**config.mk**
```make
export PLATFORM = sky130hd
export DESIGN_NAME = rsr_readback
export DESIGN_NICKNAME = d
export VERILOG_FILES = /design/src/logic/rsr_pkg.sv /design/src/logic/rsr_readback.sv
export VERILOG_INCLUDE_DIRS = /design/src /design/src/logic
export SDC_FILE = /design/constraint.sdc
export NUM_CORES = 1
export LEC_CHECK = 0
export BUFFER_PORTS_ARGS = -buffer_cell sky130_fd_sc_hd__buf_4
export CAP_MARGIN = 20
export CORE_ASPECT_RATIO = 0.75
export CORE_UTILIZATION = 35
export DETAILED_ROUTE_END_ITERATION = 8
export GPL_TIMING_DRIVEN = 0
export HOLD_SLACK_MARGIN = 0.03
export PLACE_DENSITY = 0.62
export SLEW_MARGIN = 0
export SYNTH_ARGS = -nofsm -noshare
export SYNTH_HDL_FRONTEND = slang
export SYNTH_SLANG_ARGS = --single-unit
```
**constraint.sdc**
```tcl
create_clock -name clk -period 5.43 [get_ports clk]
set_clock_uncertainty 0.15 [all_clocks]
set_input_delay 0.2715 -clock clk [delete_from_list [all_inputs] [get_ports clk]]
set_output_delay 0.2715 -clock clk [all_outputs]
set_load 0.02 [all_outputs]
```
**src/logic/rsr_defs.svh**
```systemverilog
// Purpose: constants for the runtime settings readback block
// Assumes: included by its bare name
// Notes: byte offsets of the register window, report layout, reset values
`ifndef RSR_DEFS_SVH
`define RSR_DEFS_SVH
// ****************************************
// report layout
// ****************************************
`define RSR_CMD_GET 8'h61
`define RSR_STATUS_OK 8'h00
`define RSR_REPORT_LEN 64
`define RSR_BYTE_CMD 0
`define RSR_BYTE_STATUS 1
`define RSR_BYTE_CHIPLEN 2
`define RSR_BYTE_GPLEN 3
`define RSR_BYTE_FLAGS 4
`define RSR_BYTE_CLKDIV 5
// ****************************************
// register window
// ****************************************
`define RSR_OFF_FLAGS 8'h00
`define RSR_OFF_CLKDIV 8'h04
`define RSR_OFF_LENGTHS 8'h08
`define RSR_OFF_PINEN 8'h0c
`define RSR_OFF_STATUS 8'h10
`define RSR_RST_FLAGS 8'h00
`define RSR_RST_CLKDIV 5'h00
`define RSR_RST_CHIPLEN 8'h00
`define RSR_RST_GPLEN 8'h00
`define RSR_RST_PINEN 4'h0
`define RSR_PINEN_CLKOUT 0
`define RSR_PINEN_TWOWIRE 1
`define RSR_PINEN_SUSPEND 2
`define RSR_PINEN_CONFIG 3
`define RSR_RESP_OKAY 2'b00
`define RSR_RESP_SLVERR 2'b10
`endif

```
**src/logic/rsr_pkg.sv**
```systemverilog
// Purpose: types of the runtime settings readback block
// Assumes: nothing
// Notes: flags byte layout follows the report, msb first
package rsr_pkg;
	typedef enum logic [1:0] {
		RSR_UNSECURED = 2'b00,
		RSR_PASSWORD = 2'b01,
		RSR_LOCKED = 2'b10,
		RSR_PROT_RSVD = 2'b11
	} rsr_protect_t;
	typedef struct packed {
		logic serialEnable;
		logic rxRest;
		logic txRest;
		logic twowireRest;
		logic suspendRest;
		logic configRest;
		rsr_protect_t protect;
	} rsr_flags_t;
	typedef struct packed {
		logic [1:0] duty;
		logic [2:0] ratio;
	} rsr_clkdiv_t;
	typedef struct packed {
		logic uartRx;
		logic uartTx;
		logic twowire;
		logic suspended;
		logic configured;
	} rsr_activity_t;
	typedef enum logic {RSR_RECV, RSR_SEND} rsr_state_t;
endpackage : rsr_pkg

```
**src/logic/rsr_readback.sv**
```systemverilog
// Purpose: settings readback report builder, indicator pins and clock output divider
// Assumes: activity inputs come from logic on clk; registers over AXI4-Lite
// Notes: one request and one response report at a time
`timescale 1ns/1ps
`default_nettype none
`include "rsr_defs.svh"

// Notes on behaviour
// - response byte 0 echoes the readback command code 0x61.
// - response byte 1 is 0x00, meaning the readback succeeded.
// - response byte 2 gives the byte length of the chip settings area.
// - response byte 3 gives the byte length of the pin settings area.
// - flags bit 7 set makes enumeration present the serial number.
// - flags bit 7 clear makes enumeration omit the serial number.
// - the receive indicator rests at flags bit 6 and inverts while receiving.
// - the transmit indicator rests at flags bit 5 and inverts while sending.
// - the two-wire indicator, if enabled, rests at flags bit 4 and inverts on traffic.
// - the suspend indicator, if enabled, rests at flags bit 3 and inverts in suspend.
// - the configured indicator, if enabled, rests at flags bit 2 and inverts once configured.
// - flags bits 1-0 report protection: 10 locked, 01 password, 00 unsecured.
// - with clock output enabled, the pin carries the clock divided by byte 5 bits 4-0.
// - of that setting, bits 4-3 pick the duty cycle and bits 2-0 the ratio.
module rsr_readback
	import rsr_pkg::*;
#(
	parameter int ADDR_W = 8,
	parameter int REPORT_LEN = `RSR_REPORT_LEN
) (
	input wire logic clk,
	input wire logic resetn,
	input wire logic [ADDR_W-1:0] awaddr,
	input wire logic awvalid,
	output logic awready,
	input wire logic [31:0] wdata,
	input wire logic [3:0] wstrb,
	input wire logic wvalid,
	output logic wready,
	output logic [1:0] bresp,
	output logic bvalid,
	input wire logic bready,
	input wire logic [ADDR_W-1:0] araddr,
	input wire logic arvalid,
	output logic arready,
	output logic [31:0] rdata,
	output logic [1:0] rresp,
	output logic rvalid,
	input wire logic rready,
	input wire logic reqValid,
	input wire logic [7:0] reqData,
	input wire logic reqLast,
	output logic reqReady,
	output logic rspValid,
	output logic [7:0] rspData,
	output logic rspLast,
	input wire logic rspReady,
	input wire rsr_activity_t activity,
	output logic serialNumberEnable,
	output logic rxActivityIndicator,
	output logic txActivityIndicator,
	output logic twowireActivityIndicator,
	output logic suspendIndicator,
	output logic configuredIndicator,
	output logic generalPurposePinClock
);
	localparam int CW = $clog2(REPORT_LEN);
	localparam logic [CW-1:0] LAST_IDX = CW'(REPORT_LEN - 1);

	generate
		if (ADDR_W < 5 || ADDR_W > 32) begin : g_bad_addr
			$error("rsr_readback: ADDR_W must be 5..32");
		end
		if (REPORT_LEN < 8 || (REPORT_LEN & (REPORT_LEN - 1)) != 0) begin : g_bad_len
			$error("rsr_readback: REPORT_LEN must be a power of two, at least 8");
		end
	endgenerate

	// ****************************************
	// decode helpers
	// ****************************************
	// one-hot select: flags, clkdiv, lengths, pinen, status
	function automatic logic [4:0] regSel(input logic [ADDR_W-1:0] a);
		logic [31:0] x;
		logic [7:0] w;
		x = 32'(a);
		w = {x[7:2], 2'b00};
		regSel = 5'h00;
		if (x[31:8] == 24'h000000) begin
			regSel[0] = (w == `RSR_OFF_FLAGS);
			regSel[1] = (w == `RSR_OFF_CLKDIV);
			regSel[2] = (w == `RSR_OFF_LENGTHS);
			regSel[3] = (w == `RSR_OFF_PINEN);
			regSel[4] = (w == `RSR_OFF_STATUS);
		end
	endfunction : regSel

	function automatic logic [7:0] respByte(input logic [CW-1:0] i, input rsr_flags_t f, input rsr_clkdiv_t d,
		input logic [7:0] cl, input logic [7:0] gl);
		case (i)
			CW'(`RSR_BYTE_CMD): respByte = `RSR_CMD_GET;
			CW'(`RSR_BYTE_STATUS): respByte = `RSR_STATUS_OK;
			CW'(`RSR_BYTE_CHIPLEN): respByte = cl;
			CW'(`RSR_BYTE_GPLEN): respByte = gl;
			CW'(`RSR_BYTE_FLAGS): respByte = f;
			CW'(`RSR_BYTE_CLKDIV): respByte = {3'b000, d};
			default: respByte = 8'h00;
		endcase
	endfunction : respByte

	// ****************************************
	// settings registers over AXI4-Lite
	// ****************************************
	rsr_flags_t flags;
	rsr_clkdiv_t clkDiv;
	logic [7:0] chipLen;
	logic [7:0] gpLen;
	logic [3:0] pinEn;
	logic awHave;
	logic wHave;
	logic [ADDR_W-1:0] awAddr;
	logic [31:0] wData;
	logic [3:0] wStrb;

	wire doWrite = awHave & wHave & ~bvalid;
	wire [4:0] wSel = regSel(awAddr);
	wire next_awHave = awHave ? ~doWrite : (awvalid & awready);
	wire next_wHave = wHave ? ~doWrite : (wvalid & wready);
	wire next_bvalid = doWrite | (bvalid & ~bready);
	wire doRead = arvalid & arready;
	wire next_rvalid = doRead | (rvalid & ~rready);
	wire [4:0] rSel = regSel(araddr);
	wire [31:0] statusWord;
	wire [31:0] readMux = ({32{rSel[0]}} & {24'h000000, flags}) |
		({32{rSel[1]}} & {27'h0000000, clkDiv}) |
		({32{rSel[2]}} & {16'h0000, gpLen, chipLen}) |
		({32{rSel[3]}} & {28'h0000000, pinEn}) |
		({32{rSel[4]}} & statusWord);

	always_ff @(posedge clk) begin
		if (!resetn) begin
			awHave <= 1'b0;
			wHave <= 1'b0;
			awready <= 1'b0;
			wready <= 1'b0;
			bvalid <= 1'b0;
			bresp <= `RSR_RESP_OKAY;
			awAddr <= '0;
			wData <= 32'h00000000;
			wStrb <= 4'h0;
		end else begin
			awHave <= next_awHave;
			wHave <= next_wHave;
			awready <= ~next_awHave & ~next_bvalid;
			wready <= ~next_wHave & ~next_bvalid;
			bvalid <= next_bvalid;
			if (awvalid & awready) begin
				awAddr <= awaddr;
			end
			if (wvalid & wready) begin
				wData <= wdata;
				wStrb <= wstrb;
			end
			if (doWrite) begin
				bresp <= (wSel == 5'h00) ? `RSR_RESP_SLVERR : `RSR_RESP_OKAY;
			end
		end
	end

	always_ff @(posedge clk) begin
		if (!resetn) begin
			flags <= `RSR_RST_FLAGS;
			clkDiv <= `RSR_RST_CLKDIV;
			chipLen <= `RSR_RST_CHIPLEN;
			gpLen <= `RSR_RST_GPLEN;
			pinEn <= `RSR_RST_PINEN;
		end else if (doWrite) begin
			if (wSel[0] & wStrb[0]) flags <= wData[7:0];
			if (wSel[1] & wStrb[0]) clkDiv <= wData[4:0];
			if (wSel[2] & wStrb[0]) chipLen <= wData[7:0];
			if (wSel[2] & wStrb[1]) gpLen <= wData[15:8];
			if (wSel[3] & wStrb[0]) pinEn <= wData[3:0];
		end
	end

	always_ff @(posedge clk) begin
		if (!resetn) begin
			arready <= 1'b0;
			rvalid <= 1'b0;
			rdata <= 32'h00000000;
			rresp <= `RSR_RESP_OKAY;
		end else begin
			arready <= ~next_rvalid;
			rvalid <= next_rvalid;
			if (doRead) begin
				rdata <= readMux;
				rresp <= (rSel == 5'h00) ? `RSR_RESP_SLVERR : `RSR_RESP_OKAY;
			end
		end
	end

	// ****************************************
	// request collection and response report
	// ****************************************
	rsr_state_t state;
	logic [CW-1:0] reqCount;
	logic cmdMatch;
	logic [CW-1:0] rspIdx;

	wire reqTake = reqValid & reqReady;
	wire reqDone = reqTake & (reqCount == LAST_IDX);
	wire reqShort = reqTake & reqLast & (reqCount != LAST_IDX);
	wire goSend = reqDone & cmdMatch;
	wire rspTake = rspValid & rspReady;
	wire rspEnd = rspTake & (rspIdx == LAST_IDX);
	wire [CW-1:0] rspNextIdx = rspIdx + CW'(1);
	rsr_state_t next_state;
	assign next_state = (state == RSR_RECV) ? (goSend ? RSR_SEND : RSR_RECV) : (rspEnd ? RSR_RECV : RSR_SEND);

	always_ff @(posedge clk) begin
		if (!resetn) begin
			state <= RSR_RECV;
			reqReady <= 1'b0;
			reqCount <= '0;
			cmdMatch <= 1'b0;
		end else begin
			state <= next_state;
			reqReady <= (next_state == RSR_RECV);
			if (reqDone | reqShort) begin
				reqCount <= '0;
			end else if (reqTake) begin
				reqCount <= reqCount + CW'(1);
			end
			if (reqTake & (reqCount == '0)) begin
				cmdMatch <= (reqData == `RSR_CMD_GET);
			end
		end
	end

	always_ff @(posedge clk) begin
		if (!resetn) begin
			rspValid <= 1'b0;
			rspData <= 8'h00;
			rspLast <= 1'b0;
			rspIdx <= '0;
		end else if (state == RSR_RECV) begin
			rspValid <= goSend;
			rspIdx <= '0;
			rspLast <= 1'b0;
			rspData <= respByte('0, flags, clkDiv, chipLen, gpLen);
		end else if (rspTake) begin
			rspValid <= ~rspEnd;
			rspIdx <= rspNextIdx;
			rspLast <= (rspNextIdx == LAST_IDX);
			rspData <= respByte(rspNextIdx, flags, clkDiv, chipLen, gpLen);
		end
	end

	// ****************************************
	// indicator pins and clock output
	// ****************************************
	logic [9:0] divCount;
	wire clkOutOn = pinEn[`RSR_PINEN_CLKOUT];
	wire [9:0] divPeriod = 10'd4 << clkDiv.ratio;
	wire [9:0] quarter = 10'd1 << clkDiv.ratio;
	// duty 00 and 10 half, 01 quarter, 11 three quarters
	wire [9:0] highLen = (clkDiv.duty == 2'b01) ? quarter :
		(clkDiv.duty == 2'b11) ? (quarter + quarter + quarter) : (quarter + quarter);
	// a shorter period after a rewrite wraps at once
	wire divWrap = (divCount >= divPeriod - 10'd1);

	assign statusWord = {24'h000000, (state == RSR_SEND), rxActivityIndicator, txActivityIndicator,
		twowireActivityIndicator, suspendIndicator, configuredIndicator, generalPurposePinClock, serialNumberEnable};

	always_ff @(posedge clk) begin
		if (!resetn) begin
			divCount <= 10'h000;
			generalPurposePinClock <= 1'b0;
		end else begin
			divCount <= (~clkOutOn | divWrap) ? 10'h000 : divCount + 10'd1;
			generalPurposePinClock <= clkOutOn & (divCount < highLen);
		end
	end

	always_ff @(posedge clk) begin
		if (!resetn) begin
			serialNumberEnable <= 1'b0;
			rxActivityIndicator <= 1'b0;
			txActivityIndicator <= 1'b0;
			twowireActivityIndicator <= 1'b0;
			suspendIndicator <= 1'b0;
			configuredIndicator <= 1'b0;
		end else begin
			serialNumberEnable <= flags.serialEnable;
			rxActivityIndicator <= flags.rxRest ^ activity.uartRx;
			txActivityIndicator <= flags.txRest ^ activity.uartTx;
			twowireActivityIndicator <= flags.twowireRest ^ (activity.twowire & pinEn[`RSR_PINEN_TWOWIRE]);
			suspendIndicator <= flags.suspendRest ^ (activity.suspended & pinEn[`RSR_PINEN_SUSPEND]);
			configuredIndicator <= flags.configRest ^ (activity.configured & pinEn[`RSR_PINEN_CONFIG]);
		end
	end
endmodule : rsr_readback
`default_nettype wire

```
==> results.md <==
- Area occupied by multi-input gates: 0.00365 mm²
- Share of cells above drive strength 1: 0.182
- Pleak: 3.47 nW
- Final Util: 0.471
- Commonest non-fill, non-tap cell in the layout: dfxtp_1
- Fmax: 254 MHz
- I/O Buffers: 91
- Vias in the first global route: 5311
- Async SR Flop Fraction: 0
- Post-DR wirelength/cell: 15.0 µm
- WS Path Type: reg2reg
- Hold_buf cts: 29
- Mapped Cells: 778
- CP max FO: 10
- Clock transition at the registers of the reported paths: 0.06 ns
- #FFs+latches synth: 124
- Place WS: 1.60 ns
- Pwr Total: 2.26 mW
- Clock root cell: clkbuf_16
- Post-DP HPWL: 13.2 mm
- Io pins: 134
- Commonest cells after routing, fill and taps aside: dfxtp_1, buf_4, nand2_1, nor2_1, a21oi_1
- Core area: 0.0179 mm²
- CTS tree: done
- Site row count: 42
- Synthesized area: 0.00648 mm²
- Final nets: 1047
- Post-layout min period: 3.94 ns
- Antenna violations before repair: 0
- Worst Hold Class: in2reg
- CTS Buf Count: 17
- Gr ovfl total: 0
- Vias/cell: 4.99
- Post-route antenna net violation count: 0
- Min Hold Slack: 0.0544 ns
- Critical Path RT: 5.62 ns
- GRT Total Usage: 0.191
- Post-synthesis cell type count: 66
- Worst skew pair latency: 0.42 ns
- FF+latch area: 0.00248 mm²
- Yosys Warn Count: 0
- Worst Slack Setup Final: 1.49 ns
- RePlAce Congestion: 0.814
- Largest net degree at the start of global routing: 17
- Detailed Route WL: 17.8 mm
- FF-to-FF setup slack: 1.49 ns
- Nature of the critical path endpoint: register
- Post-cts repair resize count: 0
- Top FF cell, synth: dfxtp_1
- Area Overhead vs Synth: 29.8%
- Post-synth EDFFs: 0
- Height of the die: 120 µm
- Average cell area after synthesis: 8.33 µm²
- Maximum vdd drop: 0.000157 V
- PwrDens: 269 mW/mm²
- Pins over their slew limit: 0
- N_diodes: 0
- Endpoints failing setup: 0
- Total Negative Setup Slacks: 0 ns
- First-pass GRT wire length: 28.5 mm
- Worst-Margin Slew: 0.803 ns
- Initial DRT Pass Iterations: 7
- Post-route DRC violation count: 0
- Bufs on Longest Clock Path: 2
- Starting Density: 0.363
- Via count: 5932
- Post-CTS setup buffers: 0
- Sequential cell area fraction in the yosys report: 0.383
- MaxCap Viol Count: 0
- Fillers: 1754
- Worst Path Arrival: 4.13 ns
- Max-slew headroom: 0.465
- Initial DRC Count: 439
- # clock sinks: 124
- Final hold vios: 0
- Startpoint class of the critical path: register
- Status: complete, no violations
- Die X-Extent: 159 µm
- Final period utilization: 0.726
- H-Tree Depth: 4
- Die footprint: 0.0191 mm²
- RSZ-0062 raised after global routing: false
-- power by group --
part,internal (mW),leakage (nW),total (mW),switching [mW]
logic,0.0800,2.19,0.170,0.0898
registers,0.930,1.01,0.947,0.0166
clock network,0.685,0.281,1.14,0.458
-- cell type report --
class,count,area share
plain buffers,65,0.0413
multi-input cells,587,0.433
clock inverters,14,0.0193
well taps,242,0.0360
repair buffers,120,0.116
flip-flops and latches,124,0.295
inverters,19,0.00847
clock buffers,18,0.0510
-- critical path: stages (launching register included) --
cell,delay (ns)
dfxtp_1,0.33
buf_2,0.19
nor2b_1,0.30
nand2b_1,0.27
inv_1,0.14
ha_1,0.17
inv_1,0.05
fa_1,0.41
nor2b_1,0.17
o221ai_1,0.26
xnor2_1,0.21
a21oi_1,0.08
a21o_1,0.17
ha_1,0.28
and4_1,0.21
a211oi_1,0.22
nand2_1,0.08
a31oi_1,0.16
-- through the flow --
step                      area [µm²]  cells
after global placement          7530   1128
after global routing            8420   1189
after floorplan                 6550    795
after detailed placement        7530   1128
after CTS                       8420   1189
final                           8420   1189
-- worst paths after layout --
check	from	cells after the start	end
setup reg to reg	clkDiv[1]	17	generalPurposePinClock
hold / removal	activity[2]	4	twowireActivityIndicator
hold reg to reg	rdata[13]	2	rdata[13]
setup / recovery	clkDiv[1]	17	generalPurposePinClock
-- metal layers --
| metal | track usage | part of all wire | vias up |
|---|---|---|---|
| li1 | - | - | 2996 |
| met1 | 0.286 | 0.51 | 2718 |
| met2 | 0.270 | 0.41 | 202 |
| met3 | 0.0477 | 0.068 | 16 |
| met4 | 0.0433 | 0.0068 | 0 |
| met5 | 0 | 0 | - |
-- synthesized netlist by cell type (3+ instances only) --
cell type | instances | area share
nand4_1 | 4 | 0.0039
nand3_1 | 37 | 0.029
a211oi_1 | 4 | 0.0046
a21o_1 | 5 | 0.0058
nor2_1 | 81 | 0.047
o21ai_0 | 29 | 0.022
a22oi_1 | 6 | 0.0069
a21oi_1 | 72 | 0.056
buf_1 | 5 | 0.0029
and2_1 | 10 | 0.0096
o211ai_1 | 5 | 0.0058
clkbuf_1 | 24 | 0.014
a41oi_1 | 3 | 0.0041
mux2i_1 | 28 | 0.043
nor3_1 | 11 | 0.0085
mux2_2 | 3 | 0.0052
dfxtp_1 | 124 | 0.38
xor2_1 | 18 | 0.024
ha_1 | 37 | 0.071
inv_1 | 18 | 0.010
a22o_1 | 17 | 0.023
a21boi_0 | 3 | 0.0035
nor2b_1 | 6 | 0.0058
a31oi_1 | 3 | 0.0029
nand2_1 | 110 | 0.064
and3_1 | 8 | 0.0077
buf_2 | 13 | 0.010
nand2b_1 | 6 | 0.0058
xnor2_1 | 15 | 0.020
nand3b_1 | 3 | 0.0035
buf_4 | 21 | 0.024
a221oi_1 | 8 | 0.011
-- sequential cells by signal, summed over array words and instances, names as in the netlist, 2 cells and up --
name	cells
rspData	8
divCount	10
rspIdx	6
rdata	16
wStrb	2
reqCount	6
clkDiv	5
gpLen	8
wData	16
awAddr	6
chipLen	8
pinEn	4
flags	8
-- cells by family after synthesis --
logic type / synth area share
simple gates: 0.216
compound gates: 0.168
flops: 0.383
buf+inv: 0.0646
fa+ha+maj: 0.0745
xor+xnor: 0.0446
mux: 0.0484
other cells: 0.000578
Note: power is estimated with default switching activity, not from simulation.
